`config.mk`:
```
export PLATFORM = sky130hd
export DESIGN_NAME = etp_timer
export DESIGN_NICKNAME = d
export VERILOG_FILES = /design/src/design/etp_pkg.sv /design/src/design/etp_counter.sv /design/src/design/etp_output.sv /design/src/design/etp_timer.sv
export SDC_FILE = /design/constraint.sdc
export NUM_CORES = 1
export LEC_CHECK = 0
export ABC_AREA = 1
export BUFFER_PORTS_ARGS = -buffer_cell sky130_fd_sc_hd__buf_2
export CAP_MARGIN = 30
export CORE_AREA = 3 3 71 73
export CTS_BUF_LIST = sky130_fd_sc_hd__clkbuf_8 sky130_fd_sc_hd__clkbuf_16
export CTS_CLUSTER_SIZE = 30
export DETAILED_ROUTE_END_ITERATION = 16
export DIE_AREA = 0 0 74 76
export GPL_ROUTABILITY_DRIVEN = 0
export PLACE_DENSITY = 0.85
export SYNTH_ARGS = -nofsm -noshare
export SYNTH_HDL_FRONTEND = slang
export SYNTH_SLANG_ARGS = --single-unit
```
`constraint.sdc`:
```
create_clock -name clk_sys_in -period 1.58 [get_ports clk_sys_in]
set_input_delay 0 -clock clk_sys_in [delete_from_list [all_inputs] [get_ports clk_sys_in]]
set_output_delay 0 -clock clk_sys_in [all_outputs]
set_load 0.01 [all_outputs]
```
`src/design/etp_pkg.sv`:
```
// package: register map, field positions and reset values for the 8-bit timer block
package etp_pkg;
    // ------------------------------------------------------------
    // register map
    // ------------------------------------------------------------
    localparam logic [15:0] ETP_MODE_CTRL_ADDR = 16'hff43; // timer_mode_control
    localparam logic [15:0] ETP_COMPARE_ADDR = 16'hff44;   // compare value register
    localparam logic [15:0] ETP_COUNTER_ADDR = 16'hff45;   // counter readback
    localparam logic [15:0] ETP_PORT_CTRL_ADDR = 16'hff46; // port direction and latch
    // ------------------------------------------------------------
    // field positions in timer_mode_control
    // ------------------------------------------------------------
    localparam int ETP_BIT_OUT_EN = 0;   // output_enable_bit
    localparam int ETP_BIT_FF_CTRL = 1;  // flipflop_control_bit
    localparam int ETP_BIT_PRE_CLR = 2;  // flipflop_preset_clear
    localparam int ETP_BIT_PRE_SET = 3;  // flipflop_preset_set
    localparam int ETP_BIT_MODE = 6;     // mode_select_bit
    localparam int ETP_BIT_CNT_EN = 7;   // count_enable_bit
    // ------------------------------------------------------------
    // field positions in port control register
    // ------------------------------------------------------------
    localparam int ETP_BIT_PORT_DIR = 0; // port_direction_bit, 1 = input
    localparam int ETP_BIT_PORT_LAT = 1; // port_latch_bit
    // ------------------------------------------------------------
    // reset values, read and write masks
    // ------------------------------------------------------------
    localparam logic [7:0] ETP_MODE_CTRL_RESET = 8'h00;
    localparam logic [7:0] ETP_COMPARE_RESET = 8'h00;
    localparam logic [1:0] ETP_PORT_CTRL_RESET = 2'h1;
    localparam logic [7:0] ETP_MODE_CTRL_RMASK = 8'hc3; // preset bits and 5:4 read zero
    localparam logic [7:0] ETP_MODE_CTRL_WMASK = 8'hcf;
    localparam logic [7:0] ETP_COUNT_ZERO = 8'h00;
    // ------------------------------------------------------------
    // counting modes
    // ------------------------------------------------------------
    typedef enum logic {ETP_MODE_CLEAR_START, ETP_MODE_PWM} etp_mode_type;
endpackage : etp_pkg

```
`src/design/etp_counter.sv`:
```
// 8-bit count core with clear-and-start and free-running modes
`timescale 1ns/1ps
module etp_counter #(
    parameter int WIDTH = 8
) (
    // clock and reset
    input wire logic clk_sys_in,
    input wire logic rst_in,
    input wire logic clk_en_in,
    // control
    input wire logic run_in,
    input wire logic count_tick_in,
    input wire etp_pkg::etp_mode_type mode_in,
    input wire logic [WIDTH-1:0] compare_in,
    // state
    output logic [WIDTH-1:0] count_out,
    output logic match_out,
    output logic wrap_out
);
    import etp_pkg::*;

    // ------------------------------------------------------------
    // decoding
    // ------------------------------------------------------------
    wire logic at_compare; // counter equals compare value
    wire logic at_top; // counter at its last value, wraps next
    logic [WIDTH-1:0] next_count; // counter value for the next edge

    assign at_compare = (count_out == compare_in);
    assign at_top = (count_out == {WIDTH{1'b1}});
    assign match_out = run_in && count_tick_in && at_compare;
    assign wrap_out = run_in && count_tick_in && at_top;

    // next counter value by mode
    always_comb begin
        next_count = count_out;
        if (!run_in) begin
            next_count = '0;
        end else if (count_tick_in) begin
            if (mode_in == ETP_MODE_CLEAR_START && at_compare) begin
                next_count = '0;
            end else begin
                next_count = count_out + 1'b1;
            end
        end
    end

    // counter register, frozen while clock enable is low
    always_ff @(posedge clk_sys_in or posedge rst_in) begin
        if (rst_in) begin
            count_out <= '0;
        end else if (clk_en_in) begin
            count_out <= next_count;
        end
    end
endmodule : etp_counter

```
`src/design/etp_output.sv`:
```
// timer output flip-flop, pwm level and output enable gate
`timescale 1ns/1ps
module etp_output (
    // clock and reset
    input wire logic clk_sys_in,
    input wire logic rst_in,
    input wire logic clk_en_in,
    // control
    input wire etp_pkg::etp_mode_type mode_in,
    input wire logic run_in,
    input wire logic ff_ctrl_in,
    input wire logic out_en_in,
    input wire logic preset_set_in,
    input wire logic preset_clr_in,
    input wire logic match_in,
    input wire logic wrap_in,
    input wire logic [7:0] count_in,
    input wire logic [7:0] compare_in,
    // timer output
    output logic timer_out
);
    import etp_pkg::*;

    // ------------------------------------------------------------
    // flip-flop and pwm state
    // ------------------------------------------------------------
    logic out_ff; // toggling output flip-flop
    logic next_out_ff;
    wire logic pwm_mode; // pwm counting selected
    wire logic pwm_active; // pwm in its active phase
    wire logic pwm_level; // pwm after level selection
    wire logic raw_out; // source before the enable gate

    assign pwm_mode = (mode_in == ETP_MODE_PWM);
    // active from wrap until compare; a compare of zero gives no active time
    assign pwm_active = run_in && (count_in < compare_in);
    assign pwm_level = ff_ctrl_in ? !pwm_active : pwm_active;
    // combinational from the register bits so changes act at once
    assign raw_out = pwm_mode ? pwm_level : out_ff;
    assign timer_out = out_en_in && raw_out;

    // preset wins over toggle; both presets set is treated as no preset, so a match can still toggle
    always_comb begin
        next_out_ff = out_ff;
        if (!pwm_mode && preset_clr_in && !preset_set_in) begin
            next_out_ff = 1'b0;
        end else if (!pwm_mode && preset_set_in && !preset_clr_in) begin
            next_out_ff = 1'b1;
        end else if (!pwm_mode && ff_ctrl_in && match_in) begin
            next_out_ff = !out_ff;
        end
    end

    // output flip-flop register
    always_ff @(posedge clk_sys_in or posedge rst_in) begin
        if (rst_in) begin
            out_ff <= 1'b0;
        end else if (clk_en_in) begin
            out_ff <= next_out_ff;
        end
    end

    // wrap is only informative here
    wire logic unused_wrap;
    assign unused_wrap = wrap_in;
endmodule : etp_output

```
`src/design/etp_timer.sv`:
```
// top of the 8-bit timer with pwm: register port, counter and output
//
// Decided for this implementation: the strobed register port.
`timescale 1ns/1ps
// Contract
// - count enable low clears and stops counter
// - mode bit picks clear-start or pwm
// - preset bits clear or set output flip-flop
// - control bit enables toggling outside pwm
// - control bit selects pwm active level
// - output enable low holds output low
// - preset bits are write-only, read zero
// - presets ignored in pwm mode
// - stopping pwm forces output inactive
// - control bits reach output immediately
// - pin level uses direction and latch
module etp_timer #(
    parameter int WIDTH = 8
) (
    // clock and reset
    input wire logic clk_sys_in,
    input wire logic rst_in,
    input wire logic clk_en_in,
    // count clock tick from prescaler
    input wire logic count_tick_in,
    // register port
    input wire logic [15:0] reg_addr_in,
    input wire logic [7:0] reg_wdata_in,
    input wire logic reg_wr_in,
    input wire logic reg_rd_in,
    output logic [7:0] reg_rdata_out,
    // shared pin
    input wire logic pin_in,
    output logic pin_out,
    output logic pin_oe_out,
    // internal timer output
    output logic timer_out
);
    import etp_pkg::*;

    // ------------------------------------------------------------
    // registers
    // ------------------------------------------------------------
    logic [7:0] timer_mode_control; // stored mode bits, preset bits never stored
    logic [7:0] compare_value; // compare register
    logic [1:0] port_ctrl; // direction and latch
    logic preset_set_pulse; // one-cycle preset request
    logic preset_clr_pulse;
    logic [7:0] next_rdata;

    // ------------------------------------------------------------
    // decode
    // ------------------------------------------------------------
    wire logic sel_mode = (reg_addr_in == ETP_MODE_CTRL_ADDR);
    wire logic sel_cmp = (reg_addr_in == ETP_COMPARE_ADDR);
    wire logic sel_cnt = (reg_addr_in == ETP_COUNTER_ADDR);
    wire logic sel_port = (reg_addr_in == ETP_PORT_CTRL_ADDR);
    wire logic wr_mode = reg_wr_in && sel_mode;
    wire logic [7:0] count_value;
    wire logic match_evt;
    wire logic wrap_evt;
    wire logic run = timer_mode_control[ETP_BIT_CNT_EN];
    wire etp_mode_type mode = timer_mode_control[ETP_BIT_MODE] ? ETP_MODE_PWM
                                                               : ETP_MODE_CLEAR_START;

    // read data mux; unmapped reads return zero
    always_comb begin
        next_rdata = 8'h00;
        if (sel_mode) begin
            next_rdata = timer_mode_control & ETP_MODE_CTRL_RMASK;
        end else if (sel_cmp) begin
            next_rdata = compare_value;
        end else if (sel_cnt) begin
            next_rdata = count_value;
        end else if (sel_port) begin
            next_rdata = {6'h00, port_ctrl};
        end
    end

    // register writes; order and stability are left to software
    always_ff @(posedge clk_sys_in or posedge rst_in) begin
        if (rst_in) begin
            timer_mode_control <= ETP_MODE_CTRL_RESET;
            compare_value <= ETP_COMPARE_RESET;
            port_ctrl <= ETP_PORT_CTRL_RESET;
        end else if (clk_en_in) begin
            if (wr_mode) begin
                timer_mode_control <= reg_wdata_in & ETP_MODE_CTRL_RMASK;
            end
            if (reg_wr_in && sel_cmp) begin
                compare_value <= reg_wdata_in;
            end
            if (reg_wr_in && sel_port) begin
                port_ctrl <= reg_wdata_in[1:0];
            end
        end
    end

    // preset requests live for one cycle after the write
    always_ff @(posedge clk_sys_in or posedge rst_in) begin
        if (rst_in) begin
            preset_set_pulse <= 1'b0;
            preset_clr_pulse <= 1'b0;
        end else if (clk_en_in) begin
            preset_set_pulse <= wr_mode && reg_wdata_in[ETP_BIT_PRE_SET];
            preset_clr_pulse <= wr_mode && reg_wdata_in[ETP_BIT_PRE_CLR];
        end
    end

    // read data register, valid the cycle after the strobe only
    always_ff @(posedge clk_sys_in or posedge rst_in) begin
        if (rst_in) begin
            reg_rdata_out <= 8'h00;
        end else if (clk_en_in) begin
            reg_rdata_out <= reg_rd_in ? next_rdata : 8'h00;
        end
    end

    // ------------------------------------------------------------
    // datapath
    // ------------------------------------------------------------
    etp_counter #(
        .WIDTH(WIDTH)
    ) u_counter (
        .clk_sys_in(clk_sys_in),
        .rst_in(rst_in),
        .clk_en_in(clk_en_in),
        .run_in(run),
        .count_tick_in(count_tick_in),
        .mode_in(mode),
        .compare_in(compare_value),
        .count_out(count_value),
        .match_out(match_evt),
        .wrap_out(wrap_evt)
    );

    etp_output u_output (
        .clk_sys_in(clk_sys_in),
        .rst_in(rst_in),
        .clk_en_in(clk_en_in),
        .mode_in(mode),
        .run_in(run),
        .ff_ctrl_in(timer_mode_control[ETP_BIT_FF_CTRL]),
        .out_en_in(timer_mode_control[ETP_BIT_OUT_EN]),
        .preset_set_in(preset_set_pulse),
        .preset_clr_in(preset_clr_pulse),
        .match_in(match_evt),
        .wrap_in(wrap_evt),
        .count_in(count_value),
        .compare_in(compare_value),
        .timer_out(timer_out)
    );

    // ------------------------------------------------------------
    // pin shaping
    // ------------------------------------------------------------
    // output mode drives latch and timer combined; input mode releases pin
    assign pin_oe_out = !port_ctrl[ETP_BIT_PORT_DIR];
    assign pin_out = port_ctrl[ETP_BIT_PORT_LAT] | timer_out;

    // pin input is not used by this block
    wire logic unused_pin;
    assign unused_pin = pin_in;
endmodule : etp_timer

```
Word level (Yosys, flattened, before mapping) --
Cells that the tools add are included.
Storage, ports and cells: bits in writable memories 0, bits in registers 33, logic and storage cells 60, input port bits 31, latch bits 0, output and inout bits 11, memories kept 0, memory bits (read-only) 0
Operators by class: multiply operators 0, shift operators 0, $lt $le $gt $ge 1, reduce and logical (&&, ||, !) cells 28, bitwise gates (word level) 2, multiplexer cells 14, equal/unequal tests 6, $add $sub $neg 1, divide/modulo/power cells 0
Operators with widths (number):
- equality test 16 bit, second input constant | 4
- two-way mux 8 bit | 7
- logical AND 1 bit | 16
- AND reduction 2 bit | 5
- adder 8 x 1 -> 8 bit, second input constant | 1
- equality test 8 bit | 1
- < comparator 8 bit | 1
- logical NOT 1 bit | 6
- two-way mux 1 bit | 6
- nonzero test 3 bit | 1
- two-way mux 2 bit | 1
- != test 2 bit, second input constant | 1
- NOT 1 bit | 1
- OR 1 bit | 1

Longest topological paths before layout --
depth in word-level cells 7, depth in mapped cells 13

Modules after synthesis --
A second synthesis with hierarchy kept.
Unflattened totals: cell total of the unflattened synthesis 331, area, all modules 2274.7 um^2
Modules (own cells, without submodules):
- etp_timer | cells each 180, area each 1346.3 um^2, sequential area each 601.8 um^2, times used 1
- etp_counter | cells each 96, area each 619.3 um^2, sequential area each 200.2 um^2, times used 1
- etp_output | cells each 55, area each 309.0 um^2, sequential area each 25.0 um^2, times used 1

Worst setup path after synthesis --
No wires, ideal clock.
path kind register -> register, from register u_counter.count_out[2], to register u_counter.count_out[6], path buffers 0, library setup time 0.113 ns, slack 0.118 ns, arrival 1.349 ns, required time 1.467 ns, cell stages (with the launch flop) 11, period minus slack after synthesis 1.462 ns, cells stage by stage dfrtp_1 ha_1 nand2_1 nor3_1 nand2_1 nand2_1 inv_1 nand2_1 nand3_1 nand2_1 inv_1
Between the ends: longest elaborated chain between the ends 5
Ends and longest elaborated chain:
- start, declared | line etp_counter.sv:16 | output logic [WIDTH-1:0] count_out,
- start signal, assigned | line etp_counter.sv:53 | count_out <= next_count;
- branches (longest 2 deep; another with adder 8 x 1 -> 8 bit)
- two-way mux 8 bit (*) | line etp_counter.sv:40 | if (mode_in == ETP_MODE_CLEAR_START && at_compare) begin
- two-way mux 8 bit (*) | line etp_counter.sv:39 | end else if (count_tick_in) begin
- two-way mux 8 bit (*) | line etp_counter.sv:37 | if (!run_in) begin
Every way passes the cells marked *. The select of a mux whose other input is x is not followed. A chain may end at the register's enable or synchronous reset.

Worst setup path in the final report --
from register compare_value[3], to output pin_out
Between the ends: longest elaborated chain between the ends 7
Ends and longest elaborated chain:
- start, declared | line etp_timer.sv:45 | logic [7:0] compare_value;
- start signal, assigned | line etp_timer.sv:91 | compare_value <= reg_wdata_in;
- < comparator 8 bit (*) | line etp_output.sv:36 | assign pwm_active = run_in && (count_in < compare_in);
- logical AND 1 bit (*) | line etp_output.sv:36
- logical NOT 1 bit | line etp_output.sv:37 | assign pwm_level = ff_ctrl_in ? !pwm_active : pwm_active;
- two-way mux 1 bit (*) | line etp_output.sv:37
- two-way mux 1 bit (*) | line etp_output.sv:39 | assign raw_out = pwm_mode ? pwm_level : out_ff;
- logical AND 1 bit (*) | line etp_output.sv:40 | assign timer_out = out_en_in && raw_out;
- OR 1 bit (*) | line etp_timer.sv:159 | assign pin_out = port_ctrl[ETP_BIT_PORT_LAT] | timer_out;
- end, declared | line etp_timer.sv:34 | output logic pin_out,
Every way passes the cells marked *; elsewhere a longest branch is shown, timed or not.

==> results.md <==
* Switching power at roughly 400 uW
* HPWL Detailed at approximately 4.0 mm
* Initial antenna violation count at 0
* N_diodes at 0
* Avg Cell Area, Syn at 7.61 um2
* Unrepaired setup endpoints after global routing: true
* CP cell instances: inv_2 -> ha_4 -> nand2_2 -> inv_1 -> nand2_1 -> nand2_1 -> nand2_2 -> nand3_1 -> nand3_2 -> nand2_2 -> nand2_1 -> buf_2
* Starting density of the core at about half
* FILL cells at 369
* Design area at 2870 um2
* Nets at 402
* Status: finished, violations left
* Ys flop type: dfrtp_1
* M2 GR Usage at 34.1%
* Number of synthesized flops with an enable pin at 0
* Clk pwr share at 36.9%
* Layout Skew at 0.00729 ns
* First-pass GRT wire length at 8.77 mm
* Worst Setup Start Kind: flop
* Layout cell share with drive strength beyond 1 at 38.5%
* GR met1 Demand/Resource at approximately 25%
* Clock transition at path regs at 0.07 ns
* Core Box Area at 4410 um2
* Required time of the critical path at 1.58 ns
* All-Layer GR Usage at between 20% and 30%
* Most common cell after layout, fill and taps aside: nand2_1
* ANT nets after route at 0
* Die H at ~76 um
* Root Driver: clkbuf_8
* Starting DRT DRC Count at 123
* Worst vdd ir at 0.000521 V
* PwrDens at 557 nW/um2
* Int Power at 1200 uW
* Worst-margin pin slew at 0.420 ns
* Met3 usage at 4.22%
* HP Class: primary input to flop
* Critical Path Fanout Max at 2
* Commonest non-fill, non-tap cells in the layout: 74 x nand2_1, 40 x buf_2, 37 x inv_1
* Post-synthesis sequential area ratio at 37.6%
* Skew-Pair Late Insertion Delay at ~0.29 ns
* DP Cell Count at between 300 and 400
* Critical path class: flop to primary output
* FP Rows at 24
* CTS tree: done
* IO Pins at 42
* Most used routing layer: met2
* CP max stage delay at 0.37 ns
* Max-slew violation count at 0
* Crit path DAT at 1.72 ns
* Final setup fails at 4
* Hold path depth at 3
* Static leakage at 0.00157 uW
* H-tree Lvls at 2
* Critical Path End Type: primary output
* Number of port buffers at 40
* Worst reg2reg path depth at 11
* Slack of the critical path at -0.138 ns
* Largest net degree at the start of global routing at 34
* Chip width at 74 um
* Area delta synth->final at 30.4%
* Syn Nets at roughly 330
* Async SR Flop Fraction at 100%
* Mapped Cells at 289
* Distinct cells, synth at 33
* Synth Warn # at 0
* Vias in the first global route at 1975
* CTS Buffer Depth at 2
* Slowest cell on the critical path: dfrtp_1
* Final Non-Filler Cells at between 400 and 500
* Sw Ratio at roughly 25%
* MaxCap Viol Count at 0
* Sequential power share at 53.4%
* Tot Pwr at 1600 uW
* Failing checks: setup timing
* Die ar. at 5620 um2
* F_max at a little under 0.6 GHz
* TritonCTS Buffers at 5
* Post-synthesis instance area at ~2200 um2
* Yosys reg bits at 33
* DR WL/cell at 13.0 um
* Routed via count at a little over 2000
* WL final at 5.38 mm
* DRC viols at 0
* Fin crit share at 109%
* Vias per Instance at 5.00
* Logic pwr share at ~9.7%
* Min Tclk post-route at 1.72 ns
* Pre-CTS WS at -0.0684 ns
* DR pass1 iterations at 4
* Area of placed instances at 2520 um2
* Grt total ovfl at 0
* Relative slew slack at 72.0%
* Clock sink total at 33
* WHS at approximately 0.0037 ns
* Final Hold Vio Count at 0
-- what timing repair did --
| action | 4_1_cts | 5_1_grt |
|---|---|---|
| cloned | 0 | 0 |
| hold buffers | 7 | 0 |
| pin swaps | 7 | 6 |
| endpoints found under the setup margin | 4 | 10 |
| hold endpoints to repair | 39 | 0 |
| resized for setup | 14 | 15 |
| buffers inserted | 8 | 3 |
-- through the flow --
step / utilization [%] / TNS, ns
5_1_grt: 64.9 / -1.13
4_1_cts: 62.9 / -0.297
2_1_floorplan: - / 0
6_report: 64.9 / -0.388
3_5_place_dp: 57.0 / -0.0684
3_3_place_gp: 57.0 / 0
-- final cells by class --
cell class	count	area (um2)	share of cell area, %
clock inverter	1	5.00	0.175
inverter	54	203	7.07
timing repair buffer	69	435	15.2
tap	52	65.1	2.27
sequential	33	827	28.9
multi-input combinational	199	1260	44.0
clock buffer	5	68.8	2.40
-- logic make-up after synthesis --
logic type / after synthesis / share of synthesized area, %
and+or+nand+nor: 151 / 34.5
AOI/OAI and AO/OA: 38 / 11.8
DFF: 33 / 37.6
xor gates and xnor gates: 1 / 0.398
buffers and inverters: 57 / 10.6
adders and majority gates: 9 / 5.12
-- worst paths after layout --
| check | startpoint | endpoint | slack [ns] |
|---|---|---|---|
| min reg2reg | reg_rdata_out[7] | reg_rdata_out[7] | 0.47 |
| max reg2reg | u_counter.count_out[6] | u_counter.count_out[6] | -0.08 |
| max | compare_value[3] | pin_out | -0.14 |
| min | reg_wdata_in[7] | compare_value[7] | 0.004 |
| max in group asynchronous | rst_in | port_ctrl[0] | 0.91 |
| min in group asynchronous | rst_in | u_counter.count_out[0] | 0.34 |
-- flip-flops by register name, indices dropped and copies added, names as in the netlist --
signal	cells
timer_mode_control	4
u_output.out_ff	1
compare_value	8
port_ctrl	2
u_counter.count_out	8
reg_rdata_out	8
preset_clr_pulse	1
preset_set_pulse	1
-- worst max-delay path, delay by kind of cell (launching register included) --
kind | cells | cell delay (ns)
flops | 1 | 0.37
simple gates | 8 | 0.53
buf+inv | 3 | 0.25
fa+ha+maj | 1 | 0.28
-- layer usage --
| metal | routed length [um] | part of all wire, % | vias to the layer above |
|---|---|---|---|
| li1 | - | - | 1055 |
| met1 | 2350 | 44 | 952 |
| met2 | 2680 | 50 | 50 |
| met3 | 261 | 4.9 | 8 |
| met4 | 87 | 1.6 | 0 |
| met5 | 0 | 0 | - |
-- Yosys cell counts, types with 5 or more instances --
cell type / n / area [um2]
dfrtp_1: 32 / 801
inv_2: 9 / 33.8
o21ai_2: 8 / 70.1
nor2_1: 18 / 67.6
a21oi_1: 5 / 25.0
nand2_1: 81 / 304
nor2_4: 5 / 56.3
nand2_2: 5 / 31.3
o21ai_0: 5 / 25.0
nand3_1: 21 / 105
ha_1: 9 / 113
o21ai_1: 10 / 50.1
inv_1: 45 / 169
-- power by group through the flow --
| stage | Sequential [uW] | Combinational (uW) | Clock (uW) |
|---|---|---|---|
| after global placement | 868 | 138 | 0 |
| after CTS | 853 | 156 | 599 |
| after detailed placement | 869 | 142 | 0 |
| after floorplan | 867 | 82.2 | 0 |
| after global routing | 853 | 175 | 644 |
| final | 853 | 154 | 590 |
(Power assumes the default switching activity.)
